### src/logic/eeprom_pkg.sv
// Purpose: Shared constants and types of the two-wire EEPROM slave core
// Assumes: 40 MHz pclk, APB register access
// Notes: Timing counts derive from the printed times and the clock period
package eeprom_pkg;
   // Array shape
   localparam int MEM_DEPTH = 256;
   localparam int PAGE_BYTES = 16;
   // Fixed upper nibble of the slave address
   localparam logic [3:0] TYPE_CODE = 4'hA;
   // Self-timed programming, longest time rounds down
   localparam int CLK_PERIOD_NS = 25;
   localparam int PROG_TIME_NS = 5000000;
   localparam int PROG_CYCLES = PROG_TIME_NS / CLK_PERIOD_NS;
   localparam int PROG_CNT_W = 18;
   // APB map
   localparam logic [11:0] STATUS_OFS = 12'h000;
   localparam logic [11:0] CTRL_OFS = 12'h004;
   localparam logic [31:0] CTRL_RESET = 32'h0000_0001;
   localparam int CTRL_EN_BIT = 0;
   localparam int ST_BUSY_BIT = 0;
   localparam int ST_WP_BIT = 1;
   localparam int ST_STBY_BIT = 2;
   localparam int ST_SEL_LSB = 4;
   localparam int ST_PTR_LSB = 8;
   // Bus-side states
   typedef enum logic [2:0]
   {
      S_IDLE = 3'b000,
      S_DEV = 3'b001,
      S_DACK = 3'b010,
      S_WA = 3'b011,
      S_WACK = 3'b100,
      S_WR = 3'b101,
      S_RD = 3'b110,
      S_RACK = 3'b111
   } bus_state_t;
endpackage : eeprom_pkg

### src/logic/pin_sync.sv
// Purpose: Two-flop synchroniser for a group of pin inputs
// Assumes: Inputs are asynchronous to pclk
// Notes: Only the second stage is visible outside
`timescale 1ns/1ps
`default_nettype none
module pin_sync #(
   parameter int W = 1
) (
   // Clock and reset
   input wire logic pclk,
   input wire logic presetn,
   // Pins in, synchronised levels out
   input wire logic [W-1:0] d,
   output logic [W-1:0] q
);
   // First stage, read by the second stage only
   logic [W-1:0] meta_q;

   // Two flops in series
   always_ff @(posedge pclk or negedge presetn)
   begin
      if (!presetn)
      begin
         meta_q <= '0;
         q <= '0;
      end
      else
      begin
         meta_q <= d;
         q <= meta_q;
      end
   end
endmodule : pin_sync
`default_nettype wire

### src/logic/prog_timer.sv
// Purpose: Self-timed programming cycle counter
// Assumes: start is a one-cycle pulse, ignored while busy
// Notes: done pulses once in the last cycle of busy
`timescale 1ns/1ps
`default_nettype none
module prog_timer
   import eeprom_pkg::*;
#(
   parameter int CYCLES = PROG_CYCLES
) (
   // Clock and reset
   input wire logic pclk,
   input wire logic presetn,
   // Control
   input wire logic start,
   output logic busy,
   output logic done
);
   // Cycles left in the running cycle
   logic [PROG_CNT_W-1:0] left_q;

   // Load on start, count down to zero
   always_ff @(posedge pclk or negedge presetn)
   begin
      if (!presetn)
         left_q <= '0;
      else if (start && left_q == '0)
         left_q <= PROG_CNT_W'(CYCLES);
      else if (left_q != '0)
         left_q <= left_q - 1'b1;
   end

   assign busy = (left_q != '0);
   assign done = (left_q == PROG_CNT_W'(1));
endmodule : prog_timer
`default_nettype wire

### src/logic/eeprom_core.sv
// Purpose: Slave core of a 256 x 8 two-wire serial EEPROM
// Assumes: scl, sda, wp and straps are asynchronous pins
// Notes: The array is held in flops; straps need external pull-downs
// What this block does
// 256 bytes, eight-bit byte address
// Sixteen-byte pages bound page writes
// Partial pages program only bytes sent
// Self-timed programming, five milliseconds maximum
// Write-protect high blocks all programming
// Write-protect low lets writes proceed
// Floating straps read as zero
// Three straps form hardware address bits
// Data line is open-drain, pull low only
// Power-on reset clears state, enters standby
// Reset during power-down starts no write
// Stop enters standby unless programming
// Master makes clock; device samples it
// Master sends select, address, then data
// Master waits for supply before commands
// Type code, strap match, read/write bit
// Stop after writes starts programming, silent
// Page write increments low four bits
// No address acknowledge while programming
// Protected writes acknowledged, never programmed
`timescale 1ns/1ps
`default_nettype none
module eeprom_core
   import eeprom_pkg::*;
#(
   parameter int PROG_CYC = PROG_CYCLES
) (
   // Clock and power-on reset
   input wire logic pclk,
   input wire logic presetn,
   // APB slave
   input wire logic psel,
   input wire logic penable,
   input wire logic pwrite,
   input wire logic [11:0] paddr,
   input wire logic [31:0] pwdata,
   output logic [31:0] prdata,
   output logic pready,
   output logic pslverr,
   // Two-wire bus pins
   input wire logic scl_in,
   input wire logic sda_in,
   output logic sda_out,
   output logic sda_oe,
   // Straps and protection
   input wire logic device_select_bit0,
   input wire logic device_select_bit1,
   input wire logic device_select_bit2,
   input wire logic wp_in,
   // Status
   output logic standby
);
   // Synchronised pins and previous samples
   logic [5:0] pins_s;
   logic scl_s, sda_s, wp_s;
   logic [2:0] sel_s;
   logic scl_p_q, sda_p_q;
   // Edges and bus conditions
   logic scl_rise, scl_fall, start_c, stop_c;
   // Bus state
   bus_state_t state_q;
   logic [3:0] cnt_q;
   logic [7:0] shift_q;
   logic [7:0] tx_q;
   logic [7:0] ptr_q;
   logic rw_q;
   logic drv_q;
   // Page buffer, its valid mask and page base
   logic [7:0] buf_q [PAGE_BYTES];
   logic [PAGE_BYTES-1:0] vld_q;
   logic [3:0] page_q;
   // Array storage
   logic [7:0] mem_q [MEM_DEPTH];
   // Programming control
   logic busy, done, prog_start;
   logic dev_match;
   // Registers
   logic [31:0] ctrl_q;
   logic en;

   // Every pin passes two flops before use
   pin_sync #(.W(6)) u_sync (
      .pclk(pclk),
      .presetn(presetn),
      .d({wp_in, device_select_bit2, device_select_bit1, device_select_bit0, sda_in, scl_in}),
      .q(pins_s)
   );
   assign scl_s = pins_s[0];
   assign sda_s = pins_s[1];
   assign sel_s = pins_s[4:2];
   assign wp_s = pins_s[5];

   // Previous samples for edge and condition detection
   always_ff @(posedge pclk or negedge presetn)
   begin
      if (!presetn)
      begin
         scl_p_q <= 1'b1;
         sda_p_q <= 1'b1;
      end
      else
      begin
         scl_p_q <= scl_s;
         sda_p_q <= sda_s;
      end
   end

   // Clock edges from the master's clock
   assign scl_rise = scl_s & ~scl_p_q;
   assign scl_fall = ~scl_s & scl_p_q;
   // Start: data falls with clock high; Stop: data rises with clock high
   assign start_c = scl_s & scl_p_q & sda_p_q & ~sda_s;
   assign stop_c = scl_s & scl_p_q & ~sda_p_q & sda_s;
   assign en = ctrl_q[CTRL_EN_BIT];

   // Address match; an unconnected strap arrives as zero
   assign dev_match = (shift_q[7:4] == TYPE_CODE) && (shift_q[3:1] == sel_s);

   // Programming starts only at Stop with bytes pending and no protection
   assign prog_start = stop_c && (vld_q != '0) && !wp_s && !busy;

   // Self-timed programming cycle
   prog_timer #(.CYCLES(PROG_CYC)) u_timer (
      .pclk(pclk),
      .presetn(presetn),
      .start(prog_start),
      .busy(busy),
      .done(done)
   );

   // Bus state machine; reset returns it to idle
   always_ff @(posedge pclk or negedge presetn)
   begin
      if (!presetn)
      begin
         state_q <= S_IDLE;
         cnt_q <= 4'h0;
         shift_q <= 8'h00;
         tx_q <= 8'h00;
         ptr_q <= 8'h00;
         rw_q <= 1'b0;
         drv_q <= 1'b0;
      end
      else if (!en || stop_c)
      begin
         // Stop releases the line and goes idle
         state_q <= S_IDLE;
         drv_q <= 1'b0;
      end
      else if (start_c)
      begin
         // Start (or repeated start) restarts address reception
         state_q <= S_DEV;
         cnt_q <= 4'h0;
         drv_q <= 1'b0;
      end
      else if (scl_rise)
      begin
         // Sample data while the clock is high
         case (state_q)
            S_DEV, S_WA, S_WR, S_RD:
            begin
               shift_q <= {shift_q[6:0], sda_s};
               cnt_q <= cnt_q + 4'h1;
            end
            S_RACK:
            begin
               // Master acknowledge continues a sequential read
               if (!sda_s)
               begin
                  state_q <= S_RD;
                  cnt_q <= 4'h0;
                  tx_q <= mem_q[ptr_q];
               end
               else
                  state_q <= S_IDLE;
            end
            default:
               cnt_q <= cnt_q;
         endcase
      end
      else if (scl_fall)
      begin
         // Change the line only while the clock is low
         case (state_q)
            S_DEV:
            begin
               if (cnt_q == 4'h8)
               begin
                  // Busy programming: no acknowledge so the master can poll
                  if (dev_match && !busy)
                  begin
                     state_q <= S_DACK;
                     drv_q <= 1'b1;
                     rw_q <= shift_q[0];
                  end
                  else
                     state_q <= S_IDLE;
               end
            end
            S_DACK:
            begin
               cnt_q <= 4'h0;
               if (rw_q)
               begin
                  state_q <= S_RD;
                  tx_q <= mem_q[ptr_q];
                  drv_q <= ~mem_q[ptr_q][7];
               end
               else
               begin
                  state_q <= S_WA;
                  drv_q <= 1'b0;
               end
            end
            S_WA:
            begin
               if (cnt_q == 4'h8)
               begin
                  ptr_q <= shift_q;
                  state_q <= S_WACK;
                  drv_q <= 1'b1;
               end
            end
            S_WACK:
            begin
               cnt_q <= 4'h0;
               state_q <= S_WR;
               drv_q <= 1'b0;
            end
            S_WR:
            begin
               if (cnt_q == 4'h8)
               begin
                  // Only the low four bits advance, wrapping in the page
                  ptr_q <= {ptr_q[7:4], ptr_q[3:0] + 4'h1};
                  state_q <= S_WACK;
                  // Acknowledged even when protected
                  drv_q <= 1'b1;
               end
            end
            S_RD:
            begin
               if (cnt_q == 4'h8)
               begin
                  // Release for the master's acknowledge; pointer wraps the array
                  ptr_q <= ptr_q + 8'h01;
                  state_q <= S_RACK;
                  drv_q <= 1'b0;
               end
               else if (cnt_q == 4'h0)
                  drv_q <= ~tx_q[7];
               else
               begin
                  drv_q <= ~tx_q[6];
                  tx_q <= {tx_q[6:0], 1'b0};
               end
            end
            default:
               drv_q <= 1'b0;
         endcase
      end
   end

   // Page buffer collects bytes; a new address phase or protection drops them
   always_ff @(posedge pclk or negedge presetn)
   begin
      if (!presetn)
      begin
         vld_q <= '0;
         page_q <= 4'h0;
      end
      else if (done || (stop_c && wp_s))
         vld_q <= '0;
      else if (en && !stop_c && !start_c && scl_fall && cnt_q == 4'h8)
      begin
         if (state_q == S_WA)
            vld_q <= '0;
         else if (state_q == S_WR)
         begin
            // Later bytes at a wrapped position overwrite earlier ones
            vld_q[ptr_q[3:0]] <= 1'b1;
            page_q <= ptr_q[7:4];
         end
      end
   end

   // Buffer data, no reset needed since the valid mask guards it
   always_ff @(posedge pclk)
   begin
      if (state_q == S_WR && scl_fall && cnt_q == 4'h8)
         buf_q[ptr_q[3:0]] <= shift_q;
   end

   // Commit at the end of the timed cycle, only bytes actually sent
   always_ff @(posedge pclk)
   begin
      for (int i = 0; i < PAGE_BYTES; i++)
      begin
         if (done && vld_q[i])
            mem_q[{page_q, 4'(i)}] <= buf_q[i];
      end
   end

   // Open-drain data line: only ever pulled low
   assign sda_out = 1'b0;
   assign sda_oe = drv_q;
   assign standby = (state_q == S_IDLE) && !busy;

   // Control register; enable gates the bus machine
   always_ff @(posedge pclk or negedge presetn)
   begin
      if (!presetn)
         ctrl_q <= CTRL_RESET;
      else if (psel && penable && pwrite && paddr == CTRL_OFS)
         ctrl_q <= {31'h0, pwdata[CTRL_EN_BIT]};
   end

   // Read data captured in the setup phase, held through access
   always_ff @(posedge pclk or negedge presetn)
   begin
      if (!presetn)
         prdata <= 32'h0000_0000;
      else if (psel && !penable)
      begin
         case (paddr)
            STATUS_OFS:
            begin
               prdata <= 32'h0000_0000;
               prdata[ST_BUSY_BIT] <= busy;
               prdata[ST_WP_BIT] <= wp_s;
               prdata[ST_STBY_BIT] <= standby;
               prdata[ST_SEL_LSB +: 3] <= sel_s;
               prdata[ST_PTR_LSB +: 8] <= ptr_q;
            end
            CTRL_OFS:
               prdata <= ctrl_q;
            default:
               prdata <= 32'h0000_0000;
         endcase
      end
   end

   // Zero-wait slave; unmapped addresses answer with an error
   assign pready = 1'b1;
   assign pslverr = psel && penable && (paddr != STATUS_OFS) && (paddr != CTRL_OFS);

   // Helper: cycles spent busy in the current cycle
   logic [PROG_CNT_W-1:0] busy_cnt_q;
   always_ff @(posedge pclk or negedge presetn)
   begin
      if (!presetn)
         busy_cnt_q <= '0;
      else if (!busy)
         busy_cnt_q <= '0;
      else
         busy_cnt_q <= busy_cnt_q + 1'b1;
   end
endmodule : eeprom_core
`default_nettype wire

### config.mk
export PLATFORM = sky130hd
export DESIGN_NAME = eeprom_core
export DESIGN_NICKNAME = d
export VERILOG_FILES = /design/src/logic/eeprom_pkg.sv /design/src/logic/pin_sync.sv /design/src/logic/prog_timer.sv /design/src/logic/eeprom_core.sv
export SDC_FILE = /design/constraint.sdc
export NUM_CORES = 2
export LEC_CHECK = 0
export BUFFER_PORTS_ARGS = -buffer_cell sky130_fd_sc_hd__buf_2
export CELL_PAD_IN_SITES_DETAIL_PLACEMENT = 0
export CELL_PAD_IN_SITES_GLOBAL_PLACEMENT = 1
export CORE_UTILIZATION = 35
export CTS_CLUSTER_SIZE = 10
export DETAILED_ROUTE_END_ITERATION = 8
export PLACE_DENSITY_LB_ADDON = 0.1
export SLEW_MARGIN = 20
export SYNTH_ARGS = -nofsm -noshare
export SYNTH_HDL_FRONTEND = slang
export SYNTH_SLANG_ARGS = --single-unit
### constraint.sdc
create_clock -name pclk -period 9.2 [get_ports pclk]
set_input_delay 2.76 -clock pclk [delete_from_list [all_inputs] [get_ports pclk]]
set_output_delay 2.76 -clock pclk [all_outputs]
set_load 0.05 [all_outputs]
; ---- Word-level counts from Yosys, hierarchy flattened
; Memories as Yosys holds them, arrays and structs flattened.
; Cells that the tools add are included.
[totals]
regBits = 118
ram_bits = 2176
mem_count = 2
inputBits = 55
[op_classes]
n_mux = 84
order_cmp = 2
eq_ne = 31
bitwise_logic = 21
reduce_logical = 77
addsub = 4
[mem_list]
columns = memory, words, width, read_ports, rd_ports_with_merged_regs, write_ports, line
row1 = mem_q, 256, 8, 1, 0, 16, eeprom_core.sv:77  ; logic [7:0] mem_q [MEM_DEPTH];
row2 = buf_q, 16, 8, 16, 0, 1, eeprom_core.sv:73  ; logic [7:0] buf_q [PAGE_BYTES];
[ops]
columns = operator, n
row1 = 8-bit 2-to-1 mux, 9
row2 = 16-bit 2-to-1 mux, 4
row3 = 1-bit 2-to-1 mux, 45
row4 = 1-bit logical AND, 37
row5 = 18-bit 2-to-1 mux, 2
row6 = 16-bit one-hot mux with 2 select lines, 1
row7 = 3-bit 2-to-1 mux, 10
row8 = 4-bit 2-to-1 mux, 6
row9 = 8-bit one-hot mux with 3 select lines, 1
row10 = "18-bit by 1-bit equality test with 1-bit output, second input constant", 1
row11 = 18-bit zero test, 1
row12 = 18-bit nonzero test, 1
row13 = 3-bit nonzero test, 6
row14 = "18-bit by 1-bit subtractor with 18-bit output, second input constant", 1
row15 = 16-bit OR, 1
row16 = 8-bit one-hot mux with 2 select lines, 1
row17 = 8-bit AND reduction, 2
row18 = 16-bit nonzero test, 1
row19 = 3-bit one-hot mux with 5 select lines, 1
row20 = 1-bit inverter, 13
row21 = "12-bit by 3-bit equality test with 1-bit output, second input constant", 1
row22 = "3-bit equality test, second input constant", 4
row23 = 12-bit zero test, 1
row24 = "12-bit by 3-bit != test with 1-bit output, second input constant", 1
row25 = 37 further kinds, 68

; ---- Longest topological paths before layout
[logic_depth]
ltp_word = 10
ltp_mapped = 13
mapped_depth_nobuf = 9

; ---- Cells and area by module
; From an unflattened synthesis, not the netlist that was laid out.
[hier_totals]
hier_cells = 4397
hier_area_um2 = 88696.3
[by_module_without_submodules]
columns = mod, area_per_inst_um2, cells_each, seq_area_each_um2, n_inst
row1 = eeprom_core, 87397.6, 4297, 67098.1, 1
row2 = prog_timer, 998.5, 88, 450.4, 1
row3 = pin_sync, 300.3, 12, 300.3, 1

; ---- Worst setup path before layout
; Ideal clock, no wire load.
[synth_path]
path_type = input -> output
startpoint = input port paddr[5]
endpoint = output port pslverr
slack_ps = 2908
arrival_ps = 3532
cell_stages = 3
path_cell_list = nor4_1 nand3_1 and3_1
[synth_via]
elab_chain_len = 3
word_cells_on_any_way = 4
cone_classes = eq/ne: 1 / reduce/logical: 3
[synth_rtl]
columns = item, line
row1 = start: declaration, eeprom_core.sv:39  ; input wire logic [11:0] paddr,
row2 = 12-bit nonzero test, eeprom_core.sv:350  ; assign pslverr = psel && penable && (paddr != STATUS_OFS) && (paddr != CTRL_OFS);
row3 = 1-bit logical AND, eeprom_core.sv:350
row4 = 1-bit logical AND *, eeprom_core.sv:350
row5 = end: declaration, eeprom_core.sv:43  ; output logic pslverr,
; Every way passes the cells marked *; elsewhere a longest branch is shown, timed or not.

; ---- Worst setup path in the final report
[layout_path]
startpoint = register u_timer.left_q[12]
endpoint = output port standby
[layout_via]
elab_chain_len = 3
[layout_rtl]
columns = item, line
row1 = start: declaration, prog_timer.sv:20  ; logic [PROG_CNT_W-1:0] left_q;
row2 = start signal: assignment, prog_timer.sv:28  ; left_q <= PROG_CNT_W'(CYCLES);
row3 = start signal: assignment, prog_timer.sv:30  ; left_q <= left_q - 1'b1;
row4 = 18-bit nonzero test, prog_timer.sv:33  ; assign busy = (left_q != '0);
row5 = 1-bit zero test, n/a
row6 = 1-bit logical AND, eeprom_core.sv:312  ; assign standby = (state_q == S_IDLE) && !busy;
row7 = end: declaration, eeprom_core.sv:55  ; output logic standby
; No other way between the ends.

==> summary.txt <==
Status
  – Status: completed

Timing
  – Slew Viols, Final: 0
  – Hold violation count in the final report: 0
  – Total negative slack: 0 ns
  – Clock Skews: 0.0760 ns
  – Unrepaired setup endpoints after global routing: no
  – Max frequency: 146 MHz
  – Slew Limit Headroom: 0.0876
  – Final min period: 6.84 ns
  – Crit share post-route: 0.743
  – Least-Margin Pin Slew: 1.37 ns
  – Setup violations, final: 0

Worst setup path
  – Worst setup path category: register to primary output
  – Worst path top cell family by delay: simple AND/OR/NAND/NOR gates
  – CP max FO: 8
  – Cells along the critical path: or4_1, or3_4, nor4_4, nand2_1, nor3_1, buf_2
  – Crit. Startpoint: u_timer.left_q[12]$_DFFE_PN0P_
  – Worst path max stage delay: 0.70 ns
  – Worst setup EP type: primary output
  – Setup crit start kind: register
  – R2r endpoint: sda_oe$_DFFE_PN0P_
  – FF-to-FF Start: ptr_q[1]$_DFFE_PN0P_
  – WP data arrival: 4.08 ns
  – Crit path buffers/inverters: 1
  – Worst path slowest cell: nor3_1
  – FF-to-FF path depth: 8
  – Worst Path Required: 6.44 ns
  – Reg2reg setup slack: 4.03 ns

Pwr
  – P_leak: 0.0235 µW
  – P per Cell Area: 211 nW/µm²
  – Total Power: 21400 µW
  – Maximum vdd drop: 0.159 mV

Cells and area
  – Fin util: 0.403
  – Nets: 4841
  – Share of layout cells above drive strength 1: 0.230
  – Area of the multi-input gates: 19100 µm²
  – Register Area: 67900 µm²
  – Filler instances: 22477
  – Area delta synth->final: 14.4%
  – Finished Layout Cells: 8222
  – Final instance area: 101000 µm²

Placed design
  – Placed Area: 93300 µm²
  – Placed cells: 7831
  – IO buf count: 40
  – Routability congestion estimate: 1.01
  – HPWL after DPL: 264 mm

Floorplan
  – Die width: 505 µm
  – IO Pins: 92
  – Initial Util: 0.352
  – Die extent in y: 505 µm
  – Die area: 255000 µm²
  – Rows: 184
  – Core footprint: 251000 µm²

Logic synthesis
  – Cell variety after synth: 79
  – Netlist area before placement: 88400 µm²
  – Seq cells post-synth: 2276
  – Synth Instances: 4475
  – Sequential share of the synthesized area: 0.768
  – Post-synth top area cell: edfxtp_1
  – Syn_area_per_cell: 19.8 µm²
  – Area share of the largest cell type after synthesis: 0.739
  – Synth warn: 0
  – Post-synth EDFFs: 2176
  – Asr flop ratio synth: 0.0439
  – Top_reg_cell synth: edfxtp_1
  – Largest cells by area after synthesis: edfxtp_1 (74%), mux4_2 (11%), dfrtp_1 (2.7%)

CTS
  – CTS Buf Count: 288
  – Worst skew pair latency: 0.96 ns
  – Worst-path clk slew: 0.06 ns
  – Count of hold-fix buffers inserted at cts: 0
  – H-tree Lvls: 5
  – CTS tree: yes
  – CTS resizes: 0
  – CTS Root Cell: clkbuf_16
  – Clock sink total: 2276
  – Clock buffer depth: 4
  – Setup repair bufs after CTS: 0

Run
  – Max Cap Violations: 0

Global route
  – Global route overflow: 0
  – Vias in the first global route: 48280
  – Number of antenna violations at the first check in global routing: 70
  – Largest net degree at the start of global routing: 79
  – GRT Overall Usage: 0.307
  – First-pass GRT wire length: 506 mm

Route
  – Via density per instance: 6.06
  – Vias: 49791
  – First-pass iteration count of the detailed router: 6
  – DRT iter0 DRCs: 7456
  – DRC: 0
  – Detailed Route WL: 395 mm
  – Routed Antenna Nets: 0
  – Wire per inst: 48.0 µm

Min path
  – Hold endpoint: u_sync.q[1]$_DFF_PN0_
  – Hold depth: 0
  – Hold Crit Class: register to register
  – Hold Crit Start: u_sync.meta_q[1]$_DFF_PN0_
per-stage QoR:
step | setup slack (ns) | hold WS (ns)
after floorplan | 2.91 | 0.331
after global placement | 2.57 | 0.333
after detailed placement | 2.67 | 0.336
after CTS | 2.32 | 0.334
after global routing | 2.21 | 0.350
final | 2.36 | 0.325
Yosys cell counts, drive strengths merged (18+ instances only):
| master | n |
|---|---|
| o221ai | 39 |
| mux4 | 422 |
| nor2 | 372 |
| inv | 18 |
| buf | 176 |
| a211oi | 23 |
| mux2 | 57 |
| a221oi | 32 |
| a22o | 29 |
| mux2i | 177 |
| nor3 | 33 |
| dfrtp | 97 |
| a21oi | 93 |
| nand3 | 45 |
| clkbuf | 101 |
| o22ai | 34 |
| a31oi | 27 |
| o21ai | 77 |
| a22oi | 70 |
| edfxtp | 2176 |
| nand2 | 142 |
per-layer routing:
layer / vias to the layer above / track usage / share of wire
li1: 18863 / - / -
met1: 27347 / 0.410 / 0.40
met2: 2938 / 0.457 / 0.44
met3: 629 / 0.0803 / 0.096
met4: 14 / 0.170 / 0.062
met5: - / 0.00488 / 0.00025
how the worst max path moves through the flow:
stage | to | slack [ns] | depth (start not counted)
floorplan | pslverr | 2.91 | 3
global placement | pslverr | 2.57 | 5
detailed placement | pslverr | 2.67 | 5
CTS | standby | 2.32 | 6
global route | standby | 2.21 | 6
finish | standby | 2.36 | 6
layout make-up:
| cell class | count | share of cell area |
|---|---|---|
| antenna | 13 | 0.000322 |
| clock buffer | 346 | 0.0751 |
| clock inverter | 31 | 0.00223 |
| inverter | 18 | 0.000693 |
| multi-input combinational | 1922 | 0.189 |
| sequential | 2276 | 0.671 |
| tap | 3348 | 0.0414 |
| timing repair buffer | 268 | 0.0200 |
worst register-to-register path, stage by stage (launching register included):
cell and delay (ns):
dfrtp_4 1.06, buf_4 0.72, mux2i_1 0.21, o221ai_1 0.64, o22ai_1 0.19, a2111oi_2 1.09, o22ai_1 0.61, a41oi_1 0.44
nor4_1 0.07
registers in the layout, indices dropped and copies added (netlist names), 3 cells and up:
register,flops
buf_q,128
cnt_q,4
mem_q,2048
page_q,4
prdata,14
ptr_q,8
shift_q,8
state_q,3
tx_q,8
u_sync.meta_q,6
u_sync.q,6
u_timer.left_q,18
vld_q,16
where the power goes:
group / switching, µW / total, µW / leakage (µW) / internal (µW)
Clock: 4190 / 9990 / 0.00382 / 5790
Sequential: 41.4 / 11300 / 0.0140 / 11200
Combinational: 89.1 / 138 / 0.00566 / 48.9
placed cells by master (no fill, tap or decap), types with 16 or more instances in the layout:
cell type and n:
edfxtp_1 2176, mux4_2 422, nor2_1 361, clkbuf_16 295, buf_4 219, mux2i_1 177
nand2_1 125, a21oi_1 93, dfrtp_1 91, o21ai_0 75, a22oi_1 70, mux2_2 57
clkbuf_1 49, nand3_1 44, buf_2 40, o221ai_1 39, o22ai_1 34, nor3_1 32
a221oi_1 32, a22o_1 29, a31oi_1 27, a211oi_1 23, conb_1 20, clkinv_1 17
inv_1 16
cells by family after synthesis:
kind of cell / share of synthesized area
flip-flops: 0.768
AND/OR/NAND/NOR: 0.0352
multiplexers: 0.135
AO/OA/AOI/OAI: 0.0414
buffers and inverters: 0.0176
XOR/XNOR: 0.00159
adder cells (fa/ha/maj): 0.00170
other: 0.0000850
No activity file was read; power rests on OpenSTA's default activity.
